--- src/msaf_defines.svh ---
`ifndef MSAF_DEFINES_SVH
`define MSAF_DEFINES_SVH

// Register offsets on the plain register port (byte index)
`define MSAF_ADDR_ISR       5'h00
`define MSAF_ADDR_IMR       5'h01
`define MSAF_ADDR_TALLY_FAE 5'h02
`define MSAF_ADDR_TALLY_CRC 5'h03
`define MSAF_ADDR_TALLY_MIS 5'h04
`define MSAF_ADDR_RETRY     5'h05
`define MSAF_ADDR_LOOPBACK  5'h06
`define MSAF_ADDR_CMD       5'h07
`define MSAF_ADDR_TSR       5'h08
`define MSAF_ADDR_STATION   5'h10
`define MSAF_ADDR_HASH      5'h18

// Status bit positions
`define MSAF_ISR_PRX 0
`define MSAF_ISR_PTX 1
`define MSAF_ISR_RXE 2
`define MSAF_ISR_TXE 3
`define MSAF_ISR_OVW 4
`define MSAF_ISR_CNT 5
`define MSAF_ISR_RDC 6
`define MSAF_ISR_RST 7

// Command register bits
`define MSAF_CMD_STOP  0
`define MSAF_CMD_START 1
`define MSAF_CMD_TXGO  2
`define MSAF_CMD_LOOP  3

`define MSAF_TSR_ABT 3

`define MSAF_TALLY_MAX 8'hc0
`define MSAF_CRC_POLY  32'h04c11db7
`define MSAF_CRC_INIT  32'hffffffff
`define MSAF_IMR_RESET 8'h00
`define MSAF_DA_BITS   48

`endif

--- src/msaf_pkg.sv ---
package msaf_pkg;

  typedef logic [4:0] msaf_addr_t;
  typedef logic [7:0] msaf_byte_t;

  typedef enum logic [2:0]
  {
    MSAF_IDLE = 3'b001,
    MSAF_ADDR = 3'b010,
    MSAF_DONE = 3'b100
  } msaf_flt_t;

endpackage

--- src/msaf_top.sv ---
// Implementation choices: strobed register access and the placing of the registers.
`timescale 1ns/1ns
`include "msaf_defines.svh"
// Operation
// - A status flag in bits 0 to 6 clears only when software writes one to its bit.
// - Interrupt stays high while any unmasked status flag remains set.
// - Bit 0 marks a good receive; bit 1 marks a good transmit.
// - Bit 2 marks CRC, alignment, overrun or missed receive errors.
// - Bit 3 marks excessive collisions or transmit underrun.
// - Bit 4 marks receive ring exhausted at the boundary pointer.
// - Bit 5 sets when any tally counter top bit becomes set.
// - Bit 6 marks completion of a host-side copy transfer.
// - Bit 7 never interrupts, ignores writes, resets high, follows stop/overflow.
// - Three 8-bit tallies count alignment, CRC and missed packet events.
// - Each tally saturates at 192.
// - Reading a tally returns it and resets it to zero.
// - Retry count shows collisions this attempt in low four bits.
// - Excessive collisions set the abort flag and leave the count zero.
// - Setting the transmit go bit clears the retry count; a collision in the same cycle adds one to the old count instead.
// - Loopback readout holds the last 8 sent bytes; each read advances, except when a byte is sent in the same cycle, which moves it to the oldest.
// - Six station address bytes compare against each non-multicast destination address.
// - Destination address runs through the CRC; top 6 bits latch as index.
// - Index selects one of 64 filter bits; multicast accepted if set.
// - Filter bit n sits in hash register n/8 at bit n%8.
// - Interrupt only for masked-in flags; mask resets to all zeros.
module msaf_top
(
  input  wire logic               CLK_SYS,
  input  wire logic               RSTN,
  input  wire msaf_pkg::msaf_addr_t ADDR,
  input  wire msaf_pkg::msaf_byte_t WDATA,
  input  wire logic               WR,
  input  wire logic               RD,
  output logic [7:0]              RDATA,
  output logic                    IRQ,
  input  wire logic               EV_RX_GOOD,
  input  wire logic               EV_TX_GOOD,
  input  wire logic               EV_RX_CRC,
  input  wire logic               EV_RX_ALIGN,
  input  wire logic               EV_RX_OVERRUN,
  input  wire logic               EV_RX_MISSED,
  input  wire logic               EV_TX_EXCESS_COL,
  input  wire logic               EV_TX_UNDERRUN,
  input  wire logic               EV_RING_FULL,
  input  wire logic               EV_COPY_DONE,
  input  wire logic               RING_OVERFLOW,
  input  wire logic               EV_COLLISION,
  input  wire logic               TX_BYTE_VALID,
  input  wire msaf_pkg::msaf_byte_t TX_BYTE,
  input  wire logic               RX_DA_START,
  input  wire logic               RX_DA_BIT_VALID,
  input  wire logic               RX_DA_BIT,
  input  wire logic               RX_DA_MULTICAST,
  output logic                    ADDR_DONE,
  output logic                    ADDR_ACCEPT,
  output logic [5:0]              HASH_INDEX,
  output logic                    TX_GO,
  output logic                    LOOPBACK_MODE
);
  import msaf_pkg::*;

  typedef struct packed
  {
    logic [7:0]       interrupt_status;
    logic [7:0]       interrupt_mask_register;
    logic [2:0][7:0]  tally;
    logic [3:0]       retry;
    logic             abort;
    logic             stopped;
    logic             loop;
    logic             txgo;
    logic [7:0][7:0]  lbuf;
    logic [2:0]       lwr;
    logic [2:0]       lrd;
    logic [5:0][7:0]  station;
    logic [7:0][7:0]  hash;
    logic [31:0]      crc;
    logic [5:0]       bitcnt;
    logic [47:0]      da;
    msaf_flt_t        flt;
    logic [5:0]       hidx;
    logic             accept;
    logic             done;
    logic [7:0]       rdata;
    logic             irq;
  } msaf_state_t;

  msaf_state_t s_q;
  msaf_state_t s_d;

  function automatic logic [31:0] crc_step(input logic [31:0] c, input logic b);
    crc_step = {c[30:0], 1'b0} ^ ((c[31] ^ b) ? `MSAF_CRC_POLY : 32'h0);
  endfunction

  function automatic logic [7:0] tally_next(input logic [7:0] v, input logic ev,
                                             input logic clr);
    logic [7:0] n;
    n = clr ? 8'h00 : v;
    if (ev && (n != `MSAF_TALLY_MAX))
      n = n + 8'h01;
    tally_next = n;
  endfunction

  logic       wr_isr;
  logic       rd_tally_fae;
  logic       rd_tally_crc;
  logic       rd_tally_mis;
  logic [2:0] tally_ev;
  logic [7:0] ev_bits;
  logic       cmd_start;

  always_comb
  begin
    wr_isr       = WR && (ADDR == `MSAF_ADDR_ISR);
    rd_tally_fae = RD && (ADDR == `MSAF_ADDR_TALLY_FAE);
    rd_tally_crc = RD && (ADDR == `MSAF_ADDR_TALLY_CRC);
    rd_tally_mis = RD && (ADDR == `MSAF_ADDR_TALLY_MIS);
    tally_ev     = {EV_RX_MISSED, EV_RX_CRC, EV_RX_ALIGN};
    cmd_start    = WR && (ADDR == `MSAF_ADDR_CMD) && WDATA[`MSAF_CMD_START];
  end

  always_comb
  begin
    s_d = s_q;

    // Tallies: a clear on read in the same cycle as an event keeps the event
    s_d.tally[0] = tally_next(s_q.tally[0], tally_ev[0], rd_tally_fae);
    s_d.tally[1] = tally_next(s_q.tally[1], tally_ev[1], rd_tally_crc);
    s_d.tally[2] = tally_next(s_q.tally[2], tally_ev[2], rd_tally_mis);

    ev_bits = 8'h00;
    ev_bits[`MSAF_ISR_PRX] = EV_RX_GOOD;
    ev_bits[`MSAF_ISR_PTX] = EV_TX_GOOD;
    ev_bits[`MSAF_ISR_RXE] = EV_RX_CRC | EV_RX_ALIGN | EV_RX_OVERRUN
                             | EV_RX_MISSED;
    ev_bits[`MSAF_ISR_TXE] = EV_TX_EXCESS_COL | EV_TX_UNDERRUN;
    ev_bits[`MSAF_ISR_OVW] = EV_RING_FULL;
    ev_bits[`MSAF_ISR_CNT] = (s_d.tally[0][7] & ~s_q.tally[0][7])
                           | (s_d.tally[1][7] & ~s_q.tally[1][7])
                           | (s_d.tally[2][7] & ~s_q.tally[2][7]);
    ev_bits[`MSAF_ISR_RDC] = EV_COPY_DONE;

    // Set wins over a write-one clear arriving in the same cycle
    s_d.interrupt_status[6:0] = (s_q.interrupt_status[6:0] & ~(wr_isr ? WDATA[6:0] : 7'h00))
                 | ev_bits[6:0];

    // Command register: stop/start and transmit go
    s_d.txgo = 1'b0;
    if (WR && (ADDR == `MSAF_ADDR_CMD))
    begin
      if (WDATA[`MSAF_CMD_STOP])
        s_d.stopped = 1'b1;
      if (WDATA[`MSAF_CMD_START])
        s_d.stopped = 1'b0;
      s_d.loop = WDATA[`MSAF_CMD_LOOP];
      if (WDATA[`MSAF_CMD_TXGO])
      begin
        s_d.txgo  = 1'b1;
        s_d.retry = 4'h0;
        s_d.abort = 1'b0;
      end
    end
    if (cmd_start && !WDATA[`MSAF_CMD_STOP])
      s_d.stopped = 1'b0;
    s_d.interrupt_status[`MSAF_ISR_RST] = s_d.stopped | RING_OVERFLOW;

    if (WR && (ADDR == `MSAF_ADDR_IMR))
      s_d.interrupt_mask_register = {1'b0, WDATA[6:0]};

    // Collision counting; excessive collisions abort with a zero count
    if (EV_TX_EXCESS_COL)
    begin
      s_d.retry = 4'h0;
      s_d.abort = 1'b1;
    end
    else if (EV_COLLISION && (s_q.retry != 4'hf))
      s_d.retry = s_q.retry + 4'h1;

    if (WR && (ADDR[4:3] == 2'b10) && (ADDR[2:0] < 3'd6))
      s_d.station[ADDR[2:0]] = WDATA;
    if (WR && (ADDR[4:3] == 2'b11))
      s_d.hash[ADDR[2:0]] = WDATA;

    // Loopback ring keeps the last 8 bytes sent
    if (TX_BYTE_VALID)
    begin
      s_d.lbuf[s_q.lwr] = TX_BYTE;
      s_d.lwr = s_q.lwr + 3'd1;
      s_d.lrd = s_q.lwr + 3'd1;
    end
    else if (RD && (ADDR == `MSAF_ADDR_LOOPBACK))
      s_d.lrd = s_q.lrd + 3'd1;

    // Destination address filter
    s_d.done = 1'b0;
    case (s_q.flt)
      MSAF_IDLE:
      begin
        if (RX_DA_START)
        begin
          s_d.crc    = `MSAF_CRC_INIT;
          s_d.bitcnt = 6'd0;
          s_d.flt    = MSAF_ADDR;
        end
      end
      MSAF_ADDR:
      begin
        if (RX_DA_BIT_VALID)
        begin
          s_d.crc    = crc_step(s_q.crc, RX_DA_BIT);
          s_d.da     = {RX_DA_BIT, s_q.da[47:1]};
          s_d.bitcnt = s_q.bitcnt + 6'd1;
          if (s_q.bitcnt == 6'(`MSAF_DA_BITS - 1))
            s_d.flt = MSAF_DONE;
        end
      end
      MSAF_DONE:
      begin
        s_d.hidx = s_q.crc[31:26];
        s_d.accept = RX_DA_MULTICAST ? s_q.hash[s_q.crc[31:29]][s_q.crc[28:26]]
                                     : (s_q.da == s_q.station);
        s_d.done = 1'b1;
        s_d.flt  = MSAF_IDLE;
      end
      default: s_d.flt = MSAF_IDLE;
    endcase

    // Read data, valid only in the cycle after the strobe
    s_d.rdata = 8'h00;
    if (RD)
    begin
      case (ADDR)
        `MSAF_ADDR_ISR:       s_d.rdata = s_q.interrupt_status;
        `MSAF_ADDR_IMR:       s_d.rdata = s_q.interrupt_mask_register;
        `MSAF_ADDR_TALLY_FAE: s_d.rdata = s_q.tally[0];
        `MSAF_ADDR_TALLY_CRC: s_d.rdata = s_q.tally[1];
        `MSAF_ADDR_TALLY_MIS: s_d.rdata = s_q.tally[2];
        `MSAF_ADDR_RETRY:     s_d.rdata = {4'h0, s_q.retry};
        `MSAF_ADDR_LOOPBACK:  s_d.rdata = s_q.lbuf[s_q.lrd];
        `MSAF_ADDR_CMD:       s_d.rdata = {4'h0, s_q.loop, 1'b0, ~s_q.stopped, s_q.stopped};
        `MSAF_ADDR_TSR:       s_d.rdata = {4'h0, s_q.abort, 3'h0};
        default:
        begin
          if (ADDR[4:3] == 2'b10 && ADDR[2:0] < 3'd6)
            s_d.rdata = s_q.station[ADDR[2:0]];
          else if (ADDR[4:3] == 2'b11)
            s_d.rdata = s_q.hash[ADDR[2:0]];
          else
            s_d.rdata = 8'h00;
        end
      endcase
    end

    // Registered: flag and mask both taken from this cycle's next values
    s_d.irq = |(s_d.interrupt_status[6:0] & s_d.interrupt_mask_register[6:0]);
  end

  always_ff @(posedge CLK_SYS)
  begin
    if (!RSTN)
    begin
      s_q         <= '0;
      s_q.interrupt_status     <= 8'h80;
      s_q.interrupt_mask_register     <= `MSAF_IMR_RESET;
      s_q.stopped <= 1'b1;
      s_q.flt     <= MSAF_IDLE;
    end
    else
      s_q <= s_d;
  end

  assign RDATA         = s_q.rdata;
  assign IRQ           = s_q.irq;
  assign ADDR_DONE     = s_q.done;
  assign ADDR_ACCEPT   = s_q.accept;
  assign HASH_INDEX    = s_q.hidx;
  assign TX_GO         = s_q.txgo;
  assign LOOPBACK_MODE = s_q.loop;
endmodule

--- config.mk ---
export PLATFORM = sky130hd
export DESIGN_NAME = msaf_top
export DESIGN_NICKNAME = d
export VERILOG_FILES = /design/src/msaf_pkg.sv /design/src/msaf_top.sv
export VERILOG_INCLUDE_DIRS = /design/src
export SDC_FILE = /design/constraint.sdc
export NUM_CORES = 1
export LEC_CHECK = 0
export ABC_AREA = 1
export BUFFER_PORTS_ARGS = -buffer_cell sky130_fd_sc_hd__buf_2
export CORE_MARGIN = 3
export CORE_UTILIZATION = 32
export CTS_BUF_LIST = sky130_fd_sc_hd__clkbuf_4
export DETAILED_ROUTE_END_ITERATION = 12
export HOLD_SLACK_MARGIN = 0.08
export PLACE_DENSITY = 0.59
export SYNTH_ARGS = -nofsm -noshare
export SYNTH_HDL_FRONTEND = slang
export SYNTH_SLANG_ARGS = --single-unit
--- constraint.sdc ---
create_clock -name CLK_SYS -period 4.1 [get_ports CLK_SYS]
set_clock_uncertainty 0.15 [all_clocks]
set_input_delay 0.615 -clock CLK_SYS [delete_from_list [all_inputs] [get_ports CLK_SYS]]
set_output_delay 0.615 -clock CLK_SYS [all_outputs]
set_load 0.01 [all_outputs]
---- After elaboration in Yosys (flattened, before gate mapping) ----
Cells that the tools add are included.
Widths: inputs -> output; s select.
operators by class
  add/subtract/negate cells ............... 7
  magnitude comparators ................... 8
  equality and inequality tests ........... 22
  mux-type cells .......................... 47
  bitwise operators ....................... 21
  reductions and logical operators ........ 36
operators with widths
  kind                 count
  $bwmux 64            2
  $mux 8               15
  $bmux 8 s3           4
  $mux 89              1
  $pmux 38 s2          1
  $pmux 8 s9           1
  $bwmux 48            1
  $demux 8 s3          2
  $eq 48x48->1         1
  $mux 38              1
  $xor 32x27->32       1
  $mux 27              1
  $add 8x1->8 const B  3
  $ne 8x8->1 const B   3
  $eq 5x3->1 const B   4
  $lt 3x4->1 const B   5
  $logic_and 1x1->1    19
  $and 7x7->7          2
  $mux 7               2
  $mux 3               4
  $reduce_bool 2->1    6
  $eq 5x2->1 const B   2
  $reduce_and 2->1     5
  $mux 1               8
  other kinds (29)     47
word-level totals
  flip-flop bits (word level) ............. 335
  output and inout bits ................... 19
  logic and storage cells ................. 184

---- Logic depth before layout (Yosys ltp) ----
Gate-level depths: netlist of run 1.
  depth in word-level cells ............... 12
  gate-level depth with buffers ........... 18
  mapped depth without buffers ............ 18

---- Worst setup path after synthesis of run 1 ----
No wires, ideal clock.
  path kind ............................... input-to-reg
  start ................................... input port ADDR[2]
  end ..................................... register s_q, in the netlist IRQ
  library setup time ...................... 0.114 ns
  data arrival time ....................... 2.399 ns
  required time ........................... 3.836 ns
  setup slack ............................. 1.437 ns
  cell stages on the path ................. 18
  cell sequence ........................... buf_4 -> nor2_1 -> nand4_4 -> inv_1 -> nor2_1 -> inv_1 -> ha_1 -> nand3_1 -> nor2_1 -> nand4_2 -> nand2_4 -> inv_2 -> nand3_1 -> nand2_1 -> inv_1 -> nand3_1 -> nand2_1 -> nand2_1
on the way
  longest elaborated chain between the ends .. 12
  elaborated cells between the ends (all ways) .. 37
  classes of those cells .................. add/sub (3); eq/ne (7); mux (8); bitwise (9); reduce/logical (10)
RTL lines
  item                                                  RTL line         RTL
  from (decl)                                           msaf_top.sv:30   input wire msaf_pkg::msaf_addr_t ADDR,
  branches (longest 10 deep; another with $add 8x1->8)  --
  $and 7x7->7 *                                         msaf_top.sv:255  s_d.irq = |(s_d.interrupt_status[6:0] & s_d.interrupt_mask_register[6:0]);
  $reduce_or 7->1 *                                     msaf_top.sv:255
  to (decl)                                             msaf_top.sv:88   msaf_state_t s_q;
Mark *: on every way between the ends.
A chain may end at the register's enable or synchronous reset.

---- Worst setup path after layout of run 1 ----
  start ................................... register s_q[18] (netlist bit)
  end ..................................... register s_q[75] (netlist bit)
on the way
  longest elaborated chain between the ends .. 3
  elaborated cells between the ends (all ways) .. 7
  classes of those cells .................. eq/ne (4); mux (1); reduce/logical (2)
RTL lines
  item                                                              RTL line         RTL
  $eq 3x2->1 or $eq 3x1->1 (tied branches)                          msaf_top.sv:196  case (s_q.flt)
  $ne 2x2->1 (no source line) or $reduce_bool 2->1 (tied branches)  --
  $reduce_and 3->1 (no source line)                                 --
Parallel ways exist; a longest one is shown, timed or not.

==> flow_metrics.env, run 1 <==
export IMPL_fin_ws_ps=1510
export IMPL_nFillCells=5160
export IMPL_io_pin_count=61
export IMPL_routed_wl_mm=50.8
export IMPL_syn_avg_cell_area_sq_um=7.07
export IMPL_min_path_type="in -> reg"
export IMPL_drv_cap=0
export IMPL_syn_inst=2215
export IMPL_synthToLayoutAreaGrowth_pct=13.1
export IMPL_arrival_ps=3110
export IMPL_yosysSeqAreaShare_pct=42.8
export IMPL_overflow=0
export IMPL_setup_viol=0
export IMPL_clk_pin_slew_ps=60
export IMPL_rows=80
export IMPL_p_switching_mw=1.98
export IMPL_clock_latency_ps=820
export IMPL_antenna_found_initial=7
export IMPL_cts_setup_buffers=0
export IMPL_synth_top_area_cell="dfxtp_1"
export IMPL_critPathCaptureType="flop"
export IMPL_drcViolationCount=0
export IMPL_final_max_slew_viol_count=0
export IMPL_p_sw_share_pct=27.9
export IMPL_yosys_warnings=0
export IMPL_dr_pass1_iters=6
export IMPL_ctsLongestPathBuffers=3
export IMPL_dpl_worst_slack_ps=904
export IMPL_stdcell_area_sq_um=17700
export IMPL_ir_drop_v=0.000223
export IMPL_grt_first_pass_wirelength_mm=79.9
export IMPL_hold_violations=0
export IMPL_die_area_sq_um=51600
export IMPL_clkPwrFrac_pct=41.9
export IMPL_tritoncts="done"
export IMPL_seq_power_share_pct=48.0
export IMPL_final_nets=2336
export IMPL_synth_fp_nets=2267
export IMPL_wl_per_cell_microns=17.2
export IMPL_root_buffer="clkbuf_4"
export IMPL_rsz0062_at_grt="no"
export IMPL_htreeDepth=3
export IMPL_start_util_pct=32.6
export IMPL_tns_ps=0
export IMPL_worst_slew_margin_rel_pct=30.7
export IMPL_port_buffers=60
export IMPL_syn_area_sq_um=15700
export IMPL_viasPerCell=5.27
export IMPL_crit_type="reg -> reg"
export IMPL_die_w_microns=227
export IMPL_crit_fanout=40
export IMPL_yosys_top_cells_area="dfxtp_1 43%, o21ai_0 10%, nor2_1 8.0%, nand2_1 7.4%, a21oi_1 6.5%"
export IMPL_worstPathRequired_ps=4620
export IMPL_grt_pass1_vias=14700
export IMPL_place_gp_congestion=0.927
export IMPL_fmax_ghz=0.386
export IMPL_drive_gt1_share_pct=11.6
export IMPL_p_int_mw=5.12
export IMPL_power_frac_comb_pct=10.1
export IMPL_powerDensity_nw_per_um2=401
export IMPL_first_iter_violations=1330
export IMPL_fin_crit_sh_pct=63.2
export IMPL_leakage_nw=7.24
export IMPL_core_sq_um=48000
export IMPL_grt_max_degree=141
export IMPL_outcome="completed"
export IMPL_ys_ff_latch=335
export IMPL_worst_slew_pin_slew_ps=1040
export IMPL_placed_area_sq_um=16300
export IMPL_die_y_microns=227
export IMPL_synthDistinctLibCells=53
export IMPL_post_route_min_period_ps=2590
export IMPL_yosysTopAreaCellShare_pct=42.8
export IMPL_drtAntennaViolNets=0
export IMPL_dp_hpwl_mm=34.6
export IMPL_numCtsBuffers=92
export IMPL_critPathLaunchType="flop"
export IMPL_cts_sinks=335
export IMPL_grt_total_usage_pct=19.5
export IMPL_dr_total_vias=15600
cell families (layout without fill, tap and decap cells):
group	after synthesis	in the layout	synth area share, %
flip-flops	335	335	42.8
AND/OR/NAND/NOR	827	827	22.6
adder cells (fa/ha/maj)	10	10	0.799
other	0	6	0
AO/OA/AOI/OAI	667	667	23.2
XOR/XNOR	23	23	1.29
multiplexers	4	4	0.256
buffers and inverters	349	475	9.02
timing repair:
item                       4_1_cts  5_1_grt
hold buffers                    30        0
setup endpoints to repair        0        0
resized for setup                0        0
hold endpoints to repair        93        0
final cells by class:
| class | count | area (sq um) | share of cell area, % |
|---|---|---|---|
| diodes | 6 | 15.0 | 0.0847 |
| clock buffers | 135 | 1010 | 5.72 |
| clock inverters | 16 | 100 | 0.565 |
| inverters | 216 | 815 | 4.60 |
| multi-input cells | 1531 | 7550 | 42.6 |
| flip-flops and latches | 335 | 6710 | 37.8 |
| well taps | 615 | 769 | 4.34 |
| repair buffers | 108 | 752 | 4.24 |
sequential cells by signal, indices dropped and copies added, names as in the netlist:
register       flops
RDATA              8
ADDR_DONE          1
IRQ                1
TX_GO              1
ADDR_ACCEPT        1
HASH_INDEX         6
LOOPBACK_MODE      1
s_q              316
stage by stage:
step	power (mW)	cells	hold slack, ps	util [%]
global placement	4.16	2774	291	33.9
floorplan	3.94	2215	279	-
global route	7.46	2961	108	36.9
CTS	7.17	2955	88.2	36.8
detailed placement	4.17	2774	297	33.9
finish	7.10	2962	150	36.9
worst paths after layout:
path                            slack [ps]     start  depth (start not counted)  endpoint
worst max-delay path                  1510   s_q[18]                          7   s_q[75]
worst min-delay path                   150  WDATA[4]                          3  s_q[174]
worst max register to register        1510   s_q[18]                          7   s_q[75]
worst min register to register         310  s_q[239]                          2  s_q[239]
layout by cell type (no fill, tap or decap), drive strengths merged, types with 20 or more instances in the layout:
cell type and count:
o21ai 337, nor3 23, clkbuf 136, a21oi 202, inv 206, dlygate4sd3 30, dfxtp 335, o22ai 34
clkinv 24, nor2 344, buf 77, nand2 320, nand4 20, nand3 102
power by group through the flow:
stage | clock network (mW) | registers (mW) | logic [mW]
6_report | 2.97 | 3.41 | 0.720
5_1_grt | 3.24 | 3.42 | 0.801
4_1_cts | 3.05 | 3.41 | 0.712
3_5_place_dp | 0 | 3.48 | 0.690
3_3_place_gp | 0 | 3.48 | 0.680
2_1_floorplan | 0 | 3.46 | 0.479
worst max-delay path, cell delays in order (launching register included):
cell and delay (ps):
dfxtp_1 310, inv_1 110, nor3_2 50, buf_4 200, nand2_2 80, clkinv_1 780, buf_4 520, a221oi_1 290
Yosys cell counts (all sizes together):
| cell | count |
|---|---|
| a41oi | 5 |
| o211ai | 14 |
| inv | 205 |
| buf | 53 |
| o311ai | 2 |
| a211oi | 7 |
| xor2 | 12 |
| a31oi | 15 |
| mux2i | 4 |
| nor4 | 3 |
| and3 | 2 |
| nor3b | 2 |
| a221oi | 15 |
| a22oi | 13 |
| o21a | 7 |
| dfxtp | 335 |
| o32ai | 5 |
| o31ai | 1 |
| clkbuf | 80 |
| o22ai | 34 |
| a22o | 1 |
| nor2 | 344 |
| or2 | 10 |
| nand3 | 102 |
| nand3b | 1 |
| nor3 | 23 |
| nand2 | 320 |
| o21ai | 337 |
| o221ai | 4 |
| a21oi | 202 |
| xnor2 | 11 |
| o2111ai | 4 |
| a21o | 1 |
| clkinv | 11 |
| ha | 10 |
| nand4 | 20 |
routing by layer:
| layer | vias up | routed length (microns) | part of all wire, % | track usage (%) |
|---|---|---|---|---|
| li1 | 7584 | - | - | - |
| met3 | 105 | 3980 | 7.8 | 4.32 |
| met5 | - | 21 | 0.041 | 0 |
| met2 | 592 | 22700 | 45 | 30.4 |
| met1 | 7313 | 22600 | 44 | 26.2 |
| met4 | 4 | 1530 | 3.0 | 7.71 |
Note: power is estimated with default switching activity, not from simulation.
==> run 2: changes to the inputs <==
Settings changed: ABC_AREA 1 to 0, PLACE_DENSITY 0.59 to 0.6.
Clock period 4.1 ns to 2.3 ns, I/O delays scaled along.
==> run 2 against run 1 <==
Die area increased by 1.4%. Final cell count fell by 6.9%. Flip-flop and latch count unchanged. Critical path depth stayed put. First-iteration DRC count shrank 13%. Critical path type is now in -> reg. Largest cell class unchanged. Synthesized cell count fell by 17%. Highest routed layer unchanged.
==> flow_metrics.env, run 2 <==
export IMPL_largest_reg_flops=316
export IMPL_synth_simple_area_share_pct=18.8
export IMPL_syn_avg_cell_area_sq_um=8.66
export IMPL_reg2regPathDepth=6
export IMPL_antenna_found_initial=4
export IMPL_port_buffers=60
export IMPL_rows=81
export IMPL_final_nets=2076
export IMPL_grt_first_pass_wirelength_mm=75.3
export IMPL_synth_top_family_by_area="simple AND/OR/NAND/NOR gates"
export IMPL_fmax_ghz=0.444
export IMPL_clock_latency_ps=810
export IMPL_die_w_microns=229
export IMPL_fin_ws_ps=46.9
export IMPL_worstPathRequired_ps=2840
export IMPL_cts_sinks=335
export IMPL_dp_hpwl_mm=32.1
export IMPL_syn_inst=1835
export IMPL_yosys_top_cells_area="dfxtp_1 42%, nand2_1 8.6%, a21oi_1 7.7%, mux4_2 7.7%, mux2i_1 5.8%"
export IMPL_nFillCells=4966
export IMPL_first_iter_violations=1153
export IMPL_die_y_microns=229
export IMPL_crit_type="in -> reg"
export IMPL_multi_input_area_sq_um=8410
export IMPL_synthDistinctLibCells=70
export IMPL_drcViolationCount=0
export IMPL_drive_gt1_share_pct=19.4
export IMPL_core_sq_um=49100
export IMPL_fin_util_pct=39.2
export IMPL_final_max_slew_viol_count=0
export IMPL_tns_ps=0
export IMPL_reg2reg_slack_ps=120
export IMPL_syn_area_sq_um=15900
export IMPL_rsz0062_at_grt="no"
export IMPL_root_buffer="clkbuf_4"
export IMPL_synthToLayoutAreaGrowth_pct=20.9
export IMPL_yosys_warnings=0
export IMPL_worst_slew_pin_slew_ps=574
export IMPL_layout_cells_most_common_list="363 x nand2_1, 335 x dfxtp_1, 243 x a21oi_1"
export IMPL_drv_cap=0
export IMPL_worst_slew_margin_rel_pct=61.7
export IMPL_place_gp_congestion=0.900
export IMPL_synth_compound_area_share_pct=13.6
export IMPL_start_util_pct=32.4
export IMPL_r2r_start="s_q[103]"
export IMPL_numCtsBuffers=90
export IMPL_ys_flop_type="dfxtp_1"
export IMPL_arrival_ps=2790
export IMPL_yosysTopAreaCellShare_pct=42.2
export IMPL_dr_pass1_iters=5
export IMPL_tritoncts="done"
export IMPL_drtAntennaViolNets=0
export IMPL_min_path_type="in -> reg"
export IMPL_powerDensity_nw_per_um2=658
export IMPL_ys_ff_latch=335
export IMPL_dr_total_vias=14100
export IMPL_routed_wl_mm=47.5
export IMPL_ctsLongestPathBuffers=3
export IMPL_regMostFlops="s_q"
export IMPL_viasPerCell=5.11
export IMPL_post_route_min_period_ps=2250
export IMPL_critPathCaptureType="flop"
export IMPL_io_pin_count=61
export IMPL_fin_crit_sh_pct=98.0
export IMPL_synthAdderAreaFrac_pct=0.787
export IMPL_path_cells="buf_2 > dlygate4sd3_1 > nand4_4 > dlygate4sd3_1 > nand2_1 > nor2_1 > dlygate4sd3_1"
export IMPL_fin_hold_ws_ps=135
export IMPL_setup_viol=0
export IMPL_dpl_worst_slack_ps=-177
export IMPL_crit_fanout=7
export IMPL_die_area_sq_um=52400
export IMPL_critPathLaunchType="input pin"
export IMPL_grt_max_degree=74
export IMPL_wl_per_cell_microns=17.2
export IMPL_min_from="RD"
export IMPL_grt_pass1_vias=14000
export IMPL_synth_mux_area_share_pct=14.6
export IMPL_regArea_sq_um=6710
export IMPL_htreeDepth=3
export IMPL_cp_common_cell="dlygate4sd3_1"
export IMPL_critPathSlowestCell="dlygate4sd3_1"
export IMPL_clk_pin_slew_ps=60
export IMPL_min_path_cells=6
export IMPL_cpPeakStageDelay_ps=670
export IMPL_netlist_top_cells_count="364 x nand2_1, 335 x dfxtp_1, 245 x a21oi_1, 150 x nor2_1, 92 x mux2i_1"
export IMPL_grt_total_usage_pct=17.9
export IMPL_synth_top_area_cell="dfxtp_1"
export IMPL_power_mw=12.7
export IMPL_holdPathEnd="s_q[300]"
export IMPL_synth_edf_count=0
export IMPL_hold_violations=0
export IMPL_yosysSeqAreaShare_pct=42.2
export IMPL_synth_xor_area_share_pct=4.96
export IMPL_overflow=0
export IMPL_leakage_nw=7.15
export IMPL_ir_drop_v=0.000442
export IMPL_final_common_cell="nand2_1"
export IMPL_outcome="completed"
export IMPL_reg2reg_to="ADDR_ACCEPT"
export IMPL_synth_fp_nets=1887
export IMPL_synthArstFlopShare_pct=0
export IMPL_yosysMostFrequentCell="nand2_1"
[run 2: cell types whose count changed after synthesis, sizes merged, moves of 45 or more]
cell / change
inv: -180
mux2i: +88
mux4: +59
nand2: +45
nand3: -69
nor2: -192
o21ai: -247
[run 2: layout make-up]
cell class,instances,share of cell area [%]
clock buffer,140,5.47
timing repair buffer,245,10.4
inverter,25,0.527
tap,664,4.32
clock inverter,15,0.527
sequential,335,34.9
antenna,6,0.0781
multi-input combinational,1327,43.8
[run 2: how the worst max path moves through the flow]
stage | start | to | slack, ps | cells past startpoint
finish | RD | s_q[307] | 50 | 7
detailed placement | ADDR[0] | s_q[297] | -180 | 12
global route | s_q[103] | ADDR_ACCEPT | 30 | 6
CTS | EV_RX_ALIGN | s_q[330] | 10 | 7
floorplan | ADDR[3] | s_q[306] | 20 | 13
global placement | ADDR[2] | s_q[306] | -90 | 13
[run 2: critical path, delay by kind of cell]
family | cells | cell delay, ps
AND/OR/NAND/NOR | 3 | 380
buffers and inverters | 4 | 2050
[run 2: logic make-up (layout without fill, tap and decap cells)]
group / after synthesis / after routing
other cells: 0 / 6
flops: 335 / 335
xor+xnor: 90 / 90
buf+inv: 173 / 425
simple gates: 676 / 676
fa+ha+maj: 10 / 10
mux: 155 / 155
compound gates: 396 / 396
[run 2: metrics by stage]
stage	area (sq um)	std cells
after floorplan	15900	1835
after global placement	17300	2525
after detailed placement	17300	2525
after CTS	19200	2751
after global routing	19200	2755
final	19200	2757
[run 2: repair_timing]
action / 4_1_cts / 5_1_grt
hold endpoints to repair: 329 / 1
endpoints found under the setup margin: 0 / 6
resized for setup: 0 / 5
buffers inserted: 0 / 0
hold buffers: 71 / 1
[run 2: power by group]
part	switching [mW]	internal, mW	total (mW)
Sequential	0.115	5.93	6.05
Clock	2.51	2.86	5.37
Combinational	0.717	0.519	1.24
Total	3.34	9.31	12.7
[run 2: per-layer routing]
metal  part of all wire (%)  vias to the layer above  global-route usage (%)  routed length [microns]
met1                     43                     6713                    22.6                    20400
met4                    3.8                        4                    7.73                     1790
li1                       -                     6759                       -                        -
met3                    7.0                      129                    4.42                     3310
met2                     46                      477                    29.0                    22000
met5                  0.059                        -                       0                       28
==> run 3: changes to the inputs <==
Settings changed: PLACE_DENSITY 0.6 to not set, PLACE_DENSITY_LB_ADDON set to 0.08.
==> run 3 against run 2 <==
Global-route usage up 2.0 points. Critical path depth unchanged. Final cell count up 1.5%. Core utilization is 0.54 points higher. First-iteration DRC count is 17% lower. Register-to-register slack worse by 40 ps. Total power up 2.7%. Routed wire length is 10% higher. Sequential power is essentially flat. Worst hold slack worse by 97 ps. Largest cell class unchanged.
==> flow_metrics.env, run 3 (synthesized netlist as in run 2, its figures left out) <==
export IMPL_layout_cells_most_common_list="364 x nand2_1, 333 x dfxtp_1, 243 x a21oi_1"
export IMPL_crit_type="in -> reg"
export IMPL_viasPerCell=4.96
export IMPL_fin_util_pct=39.7
export IMPL_drive_gt1_share_pct=19.6
export IMPL_clk_pin_slew_ps=70
export IMPL_start_util_pct=32.4
export IMPL_worst_slew_pin_slew_ps=975
export IMPL_startpoint="EV_RX_ALIGN"
export IMPL_worst_slew_margin_rel_pct=34.7
export IMPL_fin_crit_sh_pct=99.8
export IMPL_powerDensity_nw_per_um2=667
export IMPL_htreeDepth=3
export IMPL_numCtsBuffers=98
export IMPL_grt_first_pass_wirelength_mm=81.7
export IMPL_grt_pass1_vias=13800
export IMPL_cts_setup_buffers=0
export IMPL_io_pin_count=61
export IMPL_place_gp_congestion=0.832
export IMPL_die_w_microns=229
export IMPL_core_sq_um=49100
export IMPL_r2r_start="s_q[103]"
export IMPL_overflow=0
export IMPL_first_iter_violations=959
export IMPL_root_buffer="clkbuf_4"
export IMPL_min_path_type="in -> reg"
export IMPL_critPathCaptureType="flop"
export IMPL_final_common_cell="nand2_1"
export IMPL_drtAntennaViolNets=0
export IMPL_final_nets=2096
export IMPL_largest_reg_flops=316
export IMPL_wl_per_cell_microns=18.7
export IMPL_rsz0062_at_grt="no"
export IMPL_reg2reg_slack_ps=80
export IMPL_dp_cells=2531
export IMPL_final_max_slew_viol_count=0
export IMPL_ir_drop_v=0.000398
export IMPL_arrival_ps=2870
export IMPL_die_y_microns=229
export IMPL_hold_violations=0
export IMPL_ctsLongestPathBuffers=3
export IMPL_port_buffers=60
export IMPL_finalNonFillerCells=2797
export IMPL_drv_cap=0
export IMPL_grt_total_usage_pct=19.9
export IMPL_fin_hold_ws_ps=37.5
export IMPL_clock_latency_ps=860
export IMPL_min_from="ADDR[0]"
export IMPL_dr_pass1_iters=5
export IMPL_crit_fanout=5
export IMPL_cts_sinks=335
export IMPL_regMostFlops="s_q"
export IMPL_leakage_nw=7.27
export IMPL_outcome="completed"
export IMPL_post_route_min_period_ps=2290
export IMPL_antenna_found_initial=7
export IMPL_dp_hpwl_mm=35.6
export IMPL_worstPathRequired_ps=2880
export IMPL_die_area_sq_um=52400
export IMPL_fmax_ghz=0.436
export IMPL_critPathLaunchType="input pin"
export IMPL_dr_total_vias=13900
export IMPL_rows=81
export IMPL_tritoncts="done"
export IMPL_setup_viol=0
export IMPL_synthToLayoutAreaGrowth_pct=22.6
export IMPL_tns_ps=0
export IMPL_drcViolationCount=0
export IMPL_grt_max_degree=75
export IMPL_routed_wl_mm=52.3
[run 3: critical path, cell delays in order]
cell and delay, ps:
dlygate4sd3_1 540, buf_2 160, or4_1 490, dlygate4sd3_1 590
a21oi_2 130, nor2_1 50, dlygate4sd3_1 570
[run 3: what timing repair did]
item | 4_1_cts | 5_1_grt
hold buffers | 75 | 5
endpoints found under the hold margin | 334 | 11
setup endpoints to repair | 0 | 4
resized for setup | 0 | 7
[run 3: per-layer routing]
layer | up-vias | wire (microns) | share of wire [%] | global-route usage (%)
li1 | 6819 | - | - | -
met1 | 6630 | 24100 | 46 | 26.6
met2 | 320 | 24300 | 47 | 32.0
met3 | 112 | 2530 | 4.8 | 4.03
met4 | 6 | 1280 | 2.4 | 6.76
met5 | - | 37 | 0.071 | 0
[run 3: final cells by class]
cell class | count | area (sq um)
clock buffers | 141 | 1060
well taps | 664 | 831
fillers | 5074 | 29600
repair buffers | 257 | 2160
clock inverters | 42 | 195
inverters | 25 | 101
multi-input cells | 1327 | 8420
diodes | 6 | 15.0
flip-flops and latches | 335 | 6710
[run 3: worst paths after layout]
path,depth (start not counted),endpoint
max,7,s_q[330]
min,7,s_q[297]
max reg2reg,7,ADDR_ACCEPT
min reg2reg,2,s_q[53]
[run 3: report_power, final]
part / switching, mW / internal [mW]
registers: 0.120 / 5.93
clock network: 2.72 / 2.94
logic: 0.737 / 0.548
[run 3: through the flow]
| stage | total power [mW] | area (sq um) | setup slack (ps) |
|---|---|---|---|
| final | 13.0 | 19500 | 5.52 |
| after global routing | 13.7 | 19500 | 1.08 |
| after CTS | 13.3 | 19400 | 10.4 |
| after detailed placement | 7.38 | 17400 | -162 |
| after global placement | 7.38 | 17400 | -180 |
| after floorplan | 6.90 | 15900 | 18.3 |
